`src/rtl/uhsi_pkg.sv`:
```
// shared constants for the host status and interrupt block
package uhsi_pkg;
    // register byte offsets
    localparam logic [7:0]  OFS_COMMAND   = 8'h00;
    localparam logic [7:0]  OFS_STATUS    = 8'h04;
    localparam logic [7:0]  OFS_ENABLE    = 8'h08;
    // status bit positions
    localparam int          STS_DONE      = 0;
    localparam int          STS_ERR       = 1;
    localparam int          STS_PORT      = 2;
    localparam int          STS_ROLL      = 3;
    localparam int          STS_SYSERR    = 4;
    localparam int          STS_ADV       = 5;
    localparam int          STS_HALTED    = 12;
    localparam int          STS_RECLAIM   = 13;
    localparam int          STS_PER       = 14;
    localparam int          STS_ASYNC     = 15;
    // command bit positions
    localparam int          CMD_RUN       = 0;
    localparam int          CMD_PER_EN    = 4;
    localparam int          CMD_ASYNC_EN  = 5;
    localparam int          CMD_DOORBELL  = 6;
    localparam int          CMD_THR_LSB   = 16;
    // reset values
    localparam logic [31:0] STATUS_RESET  = 32'h0000_1000;
    localparam logic [31:0] ENABLE_RESET  = 32'h0000_0000;
    localparam logic [7:0]  THR_RESET     = 8'h08;
    // flag groups: threshold-gated and immediate
    localparam logic [5:0]  THR_SOURCES   = 6'h23;
    localparam logic [5:0]  NOW_SOURCES   = 6'h1c;
    // one micro-frame is 125 us; at 40 MHz that is 5000 cycles
    localparam int          UFRAME_NS     = 125000;
    localparam int          CLK_NS        = 25;
    localparam int          UFRAME_CYCLES = UFRAME_NS / CLK_NS;
endpackage

```
`src/rtl/uhsi_sync.sv`:
```
// two-flop synchroniser for a bus of pin-level inputs
`timescale 1ns/1ps
module uhsi_sync #(
    parameter int W = 1
) (
    input  wire logic         clk,
    input  wire logic         rst,
    input  wire logic [W-1:0] din,
    output logic      [W-1:0] dout
);
    typedef struct packed {
        logic [W-1:0] s1;
        logic [W-1:0] s2;
    } uhsi_sync_type;

    uhsi_sync_type st_q;
    uhsi_sync_type st_d;

    always_comb begin
        st_d.s1 = din;
        st_d.s2 = st_q.s1;
    end

    always_ff @(posedge clk) begin
        if (rst) begin
            st_q <= '0;
        end else begin
            st_q <= st_d;
        end
    end

    assign dout = st_q.s2;
endmodule

```
`src/rtl/uhsi_thresh.sv`:
```
// micro-frame tick and interrupt-threshold point generator
`timescale 1ns/1ps
module uhsi_thresh #(
    parameter int UFRAME_CYCLES = uhsi_pkg::UFRAME_CYCLES
) (
    input  wire logic       clk,
    input  wire logic       rst,
    input  wire logic [7:0] thr_code,
    output logic            point
);
    typedef struct packed {
        logic [15:0] cyc;
        logic [7:0]  uf;
        logic        point;
    } uhsi_thr_type;

    uhsi_thr_type st_q;
    uhsi_thr_type st_d;

    // invalid codes act as one micro-frame rather than stalling forever
    function automatic logic [7:0] interval(input logic [7:0] c);
        case (c)
            8'h01, 8'h02, 8'h04, 8'h08, 8'h10, 8'h20, 8'h40: interval = c;
            default: interval = 8'h01;
        endcase
    endfunction

    always_comb begin
        st_d = st_q;
        st_d.point = 1'b0;
        if (st_q.cyc == 16'(UFRAME_CYCLES - 1)) begin
            st_d.cyc = '0;
            if (st_q.uf + 8'h01 >= interval(thr_code)) begin
                st_d.uf    = '0;
                st_d.point = 1'b1;
            end else begin
                st_d.uf = st_q.uf + 8'h01;
            end
        end else begin
            st_d.cyc = st_q.cyc + 16'h0001;
        end
    end

    always_ff @(posedge clk) begin
        if (rst) begin
            st_q <= '0;
        end else begin
            st_q <= st_d;
        end
    end

    assign point = st_q.point;
endmodule

```
`src/rtl/uhsi_top.sv`:
```
// status flags, interrupt enables and interrupt output of the host controller
// Behaviour
// write one clears a flag, zero keeps
// bit 15 tracks real async schedule state
// bit 14 tracks real periodic schedule state
// bit 13 read-only reclamation, resets zero
// halted zero while running, resets one
// halted set only after actual stop
// bit 5 latches on doorbell service
// bit 4 set on host memory error
// host error clears run control
// bit 3 set on frame index wrap
// bit 2 set on port change rise
// port flag reloaded on return to D0
// bit 1 on error, bit 0 if requested
// bit 0 on done-interrupt or short packet
// bits 5,1,0 interrupt at threshold points
// bits 4,3,2 interrupt immediately when enabled
// software acks by clearing status flag
// disabled sources still set flags
// threshold field picks 1..64 micro-frames
// doorbell self-clears after flag set
// interrupt is OR of gated sources
// reserved bits read zero, ignore writes
`timescale 1ns/1ps
module uhsi_top #(
    parameter int UFRAME_CYCLES = uhsi_pkg::UFRAME_CYCLES,
    parameter int PORTS         = 4
) (
    input  wire logic             CLK,
    input  wire logic             RST,
    // register port
    input  wire logic             REG_WR,
    input  wire logic             REG_RD,
    input  wire logic [7:0]       REG_ADDR,
    input  wire logic [31:0]      REG_WDATA,
    output logic      [31:0]      REG_RDATA,
    // controller-side events, same clock
    input  wire logic             TXN_DONE_IOC,
    input  wire logic             TXN_SHORT,
    input  wire logic             TXN_ERROR,
    input  wire logic             MEM_ERROR,
    input  wire logic             ASYNC_ADVANCED,
    input  wire logic [13:0]      FRAME_INDEX,
    input  wire logic             ASYNC_ACTIVE,
    input  wire logic             PERIODIC_ACTIVE,
    input  wire logic             RECLAIM,
    input  wire logic             ENGINE_STOPPED,
    input  wire logic             ENTER_D0,
    // port change, force-resume and owner bits from the port registers
    input  wire logic [PORTS-1:0] PORT_CHANGE,
    input  wire logic [PORTS-1:0] PORT_RESUME,
    input  wire logic [PORTS-1:0] PORT_OWNED,
    // controls seen by the schedule engines, and the interrupt output
    output logic                  RUN_CONTROL,
    output logic                  ASYNC_ENABLE,
    output logic                  PERIODIC_ENABLE,
    output logic                  DOORBELL,
    output logic                  IRQ
);
    typedef struct packed {
        logic [5:0]       flags;
        logic [5:0]       enable;
        logic             halted;
        logic             run;
        logic             async_en;
        logic             per_en;
        logic             doorbell;
        logic [7:0]       thr;
        logic             frame_msb;
        logic [PORTS-1:0] pchg;
        logic [PORTS-1:0] pres;
        logic [5:0]       thr_pend;
        logic [31:0]      rdata;
    } uhsi_state_type;

    uhsi_state_type   st_q;
    uhsi_state_type   st_d;
    logic [PORTS-1:0] port_chg_s;
    logic [PORTS-1:0] port_res_s;
    logic [PORTS-1:0] port_own_s;
    logic             thr_point;
    logic             wr_cmd;
    logic             wr_sts;
    logic             wr_en;
    logic [5:0]       set_ev;
    logic [31:0]      status_view;
    logic             port_any;
    logic [5:0]       w1c_mask;

    // ------------------------------------------------------------
    // port bits arrive from the suspend well, so synchronise them
    // ------------------------------------------------------------
    uhsi_sync #(.W(3 * PORTS)) u_port_sync (
        .clk  (CLK),
        .rst  (RST),
        .din  ({PORT_CHANGE, PORT_RESUME, PORT_OWNED}),
        .dout ({port_chg_s, port_res_s, port_own_s})
    );

    uhsi_thresh #(.UFRAME_CYCLES(UFRAME_CYCLES)) u_thresh (
        .clk      (CLK),
        .rst      (RST),
        .thr_code (st_q.thr),
        .point    (thr_point)
    );

    function automatic logic addr_hit(input logic [7:0] a, input logic [7:0] ofs);
        addr_hit = (a == ofs);
    endfunction

    assign wr_cmd = REG_WR && addr_hit(REG_ADDR, uhsi_pkg::OFS_COMMAND);
    assign wr_sts = REG_WR && addr_hit(REG_ADDR, uhsi_pkg::OFS_STATUS);
    assign wr_en  = REG_WR && addr_hit(REG_ADDR, uhsi_pkg::OFS_ENABLE);

    // bits a status write really clears, and the live port summary for D0 reload
    assign w1c_mask = wr_sts ? (REG_WDATA[5:0] & ~set_ev) : 6'h00;
    assign port_any = |(port_own_s & (port_chg_s | port_res_s));

    // ------------------------------------------------------------
    // event detection
    // ------------------------------------------------------------
    always_comb begin
        set_ev = '0;
        set_ev[uhsi_pkg::STS_DONE]   = TXN_DONE_IOC || TXN_SHORT;
        set_ev[uhsi_pkg::STS_ERR]    = TXN_ERROR;
        set_ev[uhsi_pkg::STS_PORT]   = |(port_own_s & ((port_chg_s & ~st_q.pchg)
                                                       | (port_res_s & ~st_q.pres)));
        set_ev[uhsi_pkg::STS_ROLL]   = FRAME_INDEX[13] != st_q.frame_msb;
        set_ev[uhsi_pkg::STS_SYSERR] = MEM_ERROR;
        set_ev[uhsi_pkg::STS_ADV]    = ASYNC_ADVANCED && st_q.doorbell;
    end

    // live status word; reserved bits stay zero
    always_comb begin
        status_view = '0;
        status_view[5:0]                   = st_q.flags;
        status_view[uhsi_pkg::STS_HALTED]  = st_q.halted;
        status_view[uhsi_pkg::STS_RECLAIM] = RECLAIM;
        status_view[uhsi_pkg::STS_PER]     = PERIODIC_ACTIVE;
        status_view[uhsi_pkg::STS_ASYNC]   = ASYNC_ACTIVE;
    end

    // ------------------------------------------------------------
    // next state
    // ------------------------------------------------------------
    always_comb begin
        st_d = st_q;
        st_d.frame_msb = FRAME_INDEX[13];
        st_d.pchg      = port_chg_s;
        st_d.pres      = port_res_s;

        // flags: clear by writing one, set wins over clear
        if (wr_sts) begin
            st_d.flags = st_q.flags & ~REG_WDATA[5:0];
        end
        st_d.flags = st_d.flags | set_ev;
        // port flag rebuilt from live port bits on return to D0
        if (ENTER_D0) begin
            st_d.flags[uhsi_pkg::STS_PORT] = port_any;
        end

        if (wr_en) begin
            st_d.enable = REG_WDATA[5:0];
        end

        if (wr_cmd) begin
            st_d.run      = REG_WDATA[uhsi_pkg::CMD_RUN];
            st_d.async_en = REG_WDATA[uhsi_pkg::CMD_ASYNC_EN];
            st_d.per_en   = REG_WDATA[uhsi_pkg::CMD_PER_EN];
            st_d.thr      = REG_WDATA[uhsi_pkg::CMD_THR_LSB +: 8];
            if (REG_WDATA[uhsi_pkg::CMD_DOORBELL]) begin
                st_d.doorbell = 1'b1;
            end
        end
        // doorbell drops once its status flag is latched
        if (set_ev[uhsi_pkg::STS_ADV]) begin
            st_d.doorbell = 1'b0;
        end
        // host error stops the schedule, overriding any write
        if (MEM_ERROR) begin
            st_d.run = 1'b0;
        end

        if (st_d.run) begin
            st_d.halted = 1'b0;
        end else if (!st_q.run && ENGINE_STOPPED) begin
            st_d.halted = 1'b1;
        end

        // threshold sources become visible only at a threshold point
        if (thr_point) begin
            // a flag cleared on the point edge must not reach the snapshot
            st_d.thr_pend = st_q.flags & st_d.flags & uhsi_pkg::THR_SOURCES;
        end else begin
            st_d.thr_pend = st_q.thr_pend & st_d.flags;
        end

        st_d.rdata = '0;
        if (REG_RD) begin
            case (REG_ADDR)
                uhsi_pkg::OFS_COMMAND: begin
                    st_d.rdata[uhsi_pkg::CMD_RUN]          = st_q.run;
                    st_d.rdata[uhsi_pkg::CMD_PER_EN]       = st_q.per_en;
                    st_d.rdata[uhsi_pkg::CMD_ASYNC_EN]     = st_q.async_en;
                    st_d.rdata[uhsi_pkg::CMD_DOORBELL]     = st_q.doorbell;
                    st_d.rdata[uhsi_pkg::CMD_THR_LSB +: 8] = st_q.thr;
                end
                uhsi_pkg::OFS_STATUS: st_d.rdata = status_view;
                uhsi_pkg::OFS_ENABLE: st_d.rdata[5:0] = st_q.enable;
                default:              st_d.rdata = '0;
            endcase
        end
    end

    always_ff @(posedge CLK) begin
        if (RST) begin
            st_q          <= '0;
            st_q.halted   <= uhsi_pkg::STATUS_RESET[uhsi_pkg::STS_HALTED];
            st_q.thr      <= uhsi_pkg::THR_RESET;
            st_q.enable   <= uhsi_pkg::ENABLE_RESET[5:0];
        end else begin
            st_q <= st_d;
        end
    end

    // ------------------------------------------------------------
    // outputs
    // ------------------------------------------------------------
    // immediate sources use live flags; gated ones wait for a point
    assign IRQ = |(st_q.enable & ((st_q.flags & uhsi_pkg::NOW_SOURCES)
                                  | st_q.thr_pend));
    assign REG_RDATA       = st_q.rdata;
    assign RUN_CONTROL     = st_q.run;
    assign ASYNC_ENABLE    = st_q.async_en;
    assign PERIODIC_ENABLE = st_q.per_en;
    assign DOORBELL        = st_q.doorbell;
endmodule

```
`config.mk`:
```
export PLATFORM = sky130hd
export DESIGN_NAME = uhsi_top
export DESIGN_NICKNAME = d
export VERILOG_FILES = /design/src/rtl/uhsi_pkg.sv /design/src/rtl/uhsi_sync.sv /design/src/rtl/uhsi_thresh.sv /design/src/rtl/uhsi_top.sv
export SDC_FILE = /design/constraint.sdc
export NUM_CORES = 1
export LEC_CHECK = 0
export BUFFER_PORTS_ARGS = -buffer_cell sky130_fd_sc_hd__buf_2
export CAP_MARGIN = 20
export CORE_MARGIN = 8
export CORE_UTILIZATION = 57
export CTS_CLUSTER_DIAMETER = 60
export CTS_CLUSTER_SIZE = 16
export DETAILED_ROUTE_END_ITERATION = 16
export PLACE_DENSITY = 0.81
export SYNTH_ARGS = -nofsm -noshare
export SYNTH_HDL_FRONTEND = slang
export SYNTH_SLANG_ARGS = --single-unit
```
`constraint.sdc`:
```
create_clock -name CLK -period 8 [get_ports CLK]
set_input_delay 1.6 -clock CLK [delete_from_list [all_inputs] [get_ports CLK]]
set_output_delay 1.6 -clock CLK [all_outputs]
set_load 0.02 [all_outputs]
```
==> impl_metrics.ini <==
[setup_path]
crit_chain = buf_2 > nor2b_1 > and4_1 > nand2_1 > a211oi_1 > nor3_1
critical_path.max_stage_delay_ps = 590
cp.required_ps = 8220
cpLargestDelayFamily = simple AND/OR/NAND/NOR gates
critical_path.max_fanout = 11
startpoint_type = input port
path_class = in -> reg
crit_path_end_kind = register
arrival_ps = 3390
worst_path_max_delay_cell = nor2b_1
path_buf_inv = 1

[timing]
fin_crit_ps = 3176
holdWs_ps = 434.2
max-slew-margin-rel_pct = 52.40
worst_pin_slew_ps = 714.1
fin_skew_ps = 12.71
rsz0062_at_grt = no
setup_tns_ps = 0
fmax_ghz = 0.3148
setup_viol_count_final = 0
finalCritPeriodShare_pct = 39.71
hold_viol_final = 0
slew_viol_final = 0

[floorplanning]
rows = 32
num_io_pins = 117
die_w_microns = 104.7
core_area_sq_um = 7687
die_h_microns = 104.7
dieArea_sq_um = 10970
initial_core_util_pct = 58.40

[clocking]
cts_made_buffers = 9
clk_pin_slew_ps = 110
cts_resized = 0
cts.hold.buffers_added = 0
worstSkewPairLatency_ps = 350
h-tree-depth = 3
cts_max_path_buffers = 2
clockRootBuffer = clkbuf_8
cts_tree = done
cts_setup_buffers = 0
cts_sinks = 108

[synthesis]
ys_seq_elements = 108
yosysMostFrequentCell = dfxtp_1
synth_area_leader_cell = dfxtp_1
synth_top_family_by_area = simple AND/OR/NAND/NOR gates
synth-edff-count = 0
yosysWarnings = 0
synth-xor-area-share_pct = 4.292
synth_cell_types = 48
synthAdderAreaFrac_pct = 2.787
netlist.area_leader.share_pct = 48.16
synthMuxAreaShare_pct = 3.790
syn-cell-area_sq_um = 4489
synth_compound_area_share_pct = 8.166
syn_inst = 484
yosys.area_share.simple_pct = 23.86
ys.flop_type = dfxtp_1
synth_area_per_cell_sq_um = 9.275
synth.area.top_cells = dfxtp_1 48%, buf_4 5.7%, nor2_1 5.1%
synthTopCellsByCount = 108 x dfxtp_1, 61 x nor2_1, 34 x buf_4
async_reset_ff_share_pct = 0
yosysSeqAreaShare_pct = 48.16

[cells_and_area]
nets = 619
diodes = 0
fillers = 647
final_area_sq_um = 4886
area_delta_synth_final_pct = 8.835
drive_gt1_share_pct = 18.91
fin_util_pct = 63.56

[outcome]
status = complete, no violations

[route]
dr.first_iter.drc_count = 136
drcViolationCount = 0
wl_microns = 8221
wl_met1_microns = 3761
drtAntennaViolNets = 0
highest_layer = met4
drtPass1Iterations = 4
wire_per_inst_microns = 12.93
vias = 3258
vias_per_cell = 5.123
dr_wl_met3_microns = 514
wl_met2_microns = 3898

[worst_hold_path]
worst_hold_path_type = reg -> reg

[pwr]
clockPowerShare_pct = 34.3
switching_share_pct = 24.04
p_sw_w = 0.0002198
p_leak_nw = 2.137
peakVddDrop_mv = 0.1151
pwr-share-seq_pct = 60.4
p_comb_share_pct = 5.3
p_int_w = 0.0006946
power.total_w = 0.0009144
powerDensity_nw_per_um2 = 187.2

[run]
maxCapViolCount = 0

[place]
io_buffers = 73
dpl-instance-area_sq_um = 4693
place_congestion = 0.8172
dpl.hpwl_microns = 6097

[global_route]
grt_max_degree = 75
antenna_found_initial = 0
track_usage_pct = 14.65
first_global_vias = 3109
grt_pass1_wl_microns = 13790
grt_overflow = 0
[state kept, by name, indices dropped and copies added, names as in the netlist]
signal            cells
u_thresh.point        1
st_q                 36
DOORBELL              1
u_port_sync.dout     12
u_thresh.st_q        24
ASYNC_ENABLE          1
REG_RDATA            19
RUN_CONTROL           1
PERIODIC_ENABLE       1
u_port_sync.st_d     12
[metal layers]
| layer | vias to the layer above | global-route usage [%] |
|---|---|---|
| met2 | 82 | 25.52 |
| met1 | 1500 | 16.61 |
| met3 | 5 | 5.098 |
| met4 | 0 | 3.976 |
| li1 | 1671 | - |
| met5 | - | 0 |
[final cells by class]
cell class	instances	area (sq um)	area share [%]
Clock inverter	6	55.05	1.127
Clock buffer	10	137.6	2.817
Timing Repair Buffer	74	372.9	7.631
Tap cell	102	127.6	2.612
Multi-Input combinational cell	322	1978	40.49
Sequential cell	108	2162	44.25
Inverter	14	52.55	1.076
[kinds of logic (layout without fill, tap and decap cells)]
family	count (synthesis)	in the layout
other cells	2	14
mux	17	17
buf+inv	66	104
compound gates	55	55
xor+xnor	22	22
simple gates	204	204
fa+ha+maj	10	10
flops	108	108
[final timing paths]
check             slack, ps         from  cells past startpoint          endpoint
setup / recovery       4820  REG_ADDR[2]                      6          st_q[32]
hold / removal          430     st_q[36]                      2          st_q[36]
setup reg to reg       5130     st_q[54]                     10  u_thresh.st_q[1]
hold reg to reg         430     st_q[36]                      2          st_q[36]
[layout by cell type, fill, tap and decap left out, types with 3 or more instances in the layout]
cell type / synthesis / routed
dfxtp_1: 108 / 108
buf_2: 3 / 73
nor2_1: 61 / 61
nor2b_1: 28 / 28
nand2_1: 27 / 27
nand3_1: 21 / 21
and3_1: 21 / 21
mux2i_1: 17 / 17
o21ai_0: 16 / 16
a21oi_1: 15 / 15
inv_1: 14 / 14
conb_1: 2 / 14
xnor2_1: 13 / 13
nor3_1: 11 / 11
ha_1: 10 / 10
clkbuf_8: 0 / 10
xor2_1: 9 / 9
nand2b_1: 8 / 8
nand3b_1: 7 / 7
a22oi_1: 5 / 5
o22ai_1: 4 / 4
nor4_1: 3 / 3
nor4_2: 3 / 3
inv_6: 0 / 3
[per-stage QoR]
step	std cells	setup WS [ps]
2_1_floorplan	496	5153
3_3_place_gp	620	4489
3_5_place_dp	620	4496
4_1_cts	636	4868
5_1_grt	636	4720
6_report	636	4824
[tightest hold or removal path, cell delays in order, from the launching register on]
cell,delay (ps)
dfxtp_1,320
nand2_1,50
nor2_1,30
[power by group through the flow]
stage               registers [W]  clock network [W]   logic, W
floorplan                0.000563                  0  0.0000364
global placement         0.000564                  0  0.0000473
detailed placement       0.000565                  0  0.0000481
CTS                      0.000552           0.000320  0.0000483
global route             0.000554           0.000341  0.0000541
finish                   0.000552           0.000314  0.0000483
Note: power is estimated with default switching activity, not from simulation.
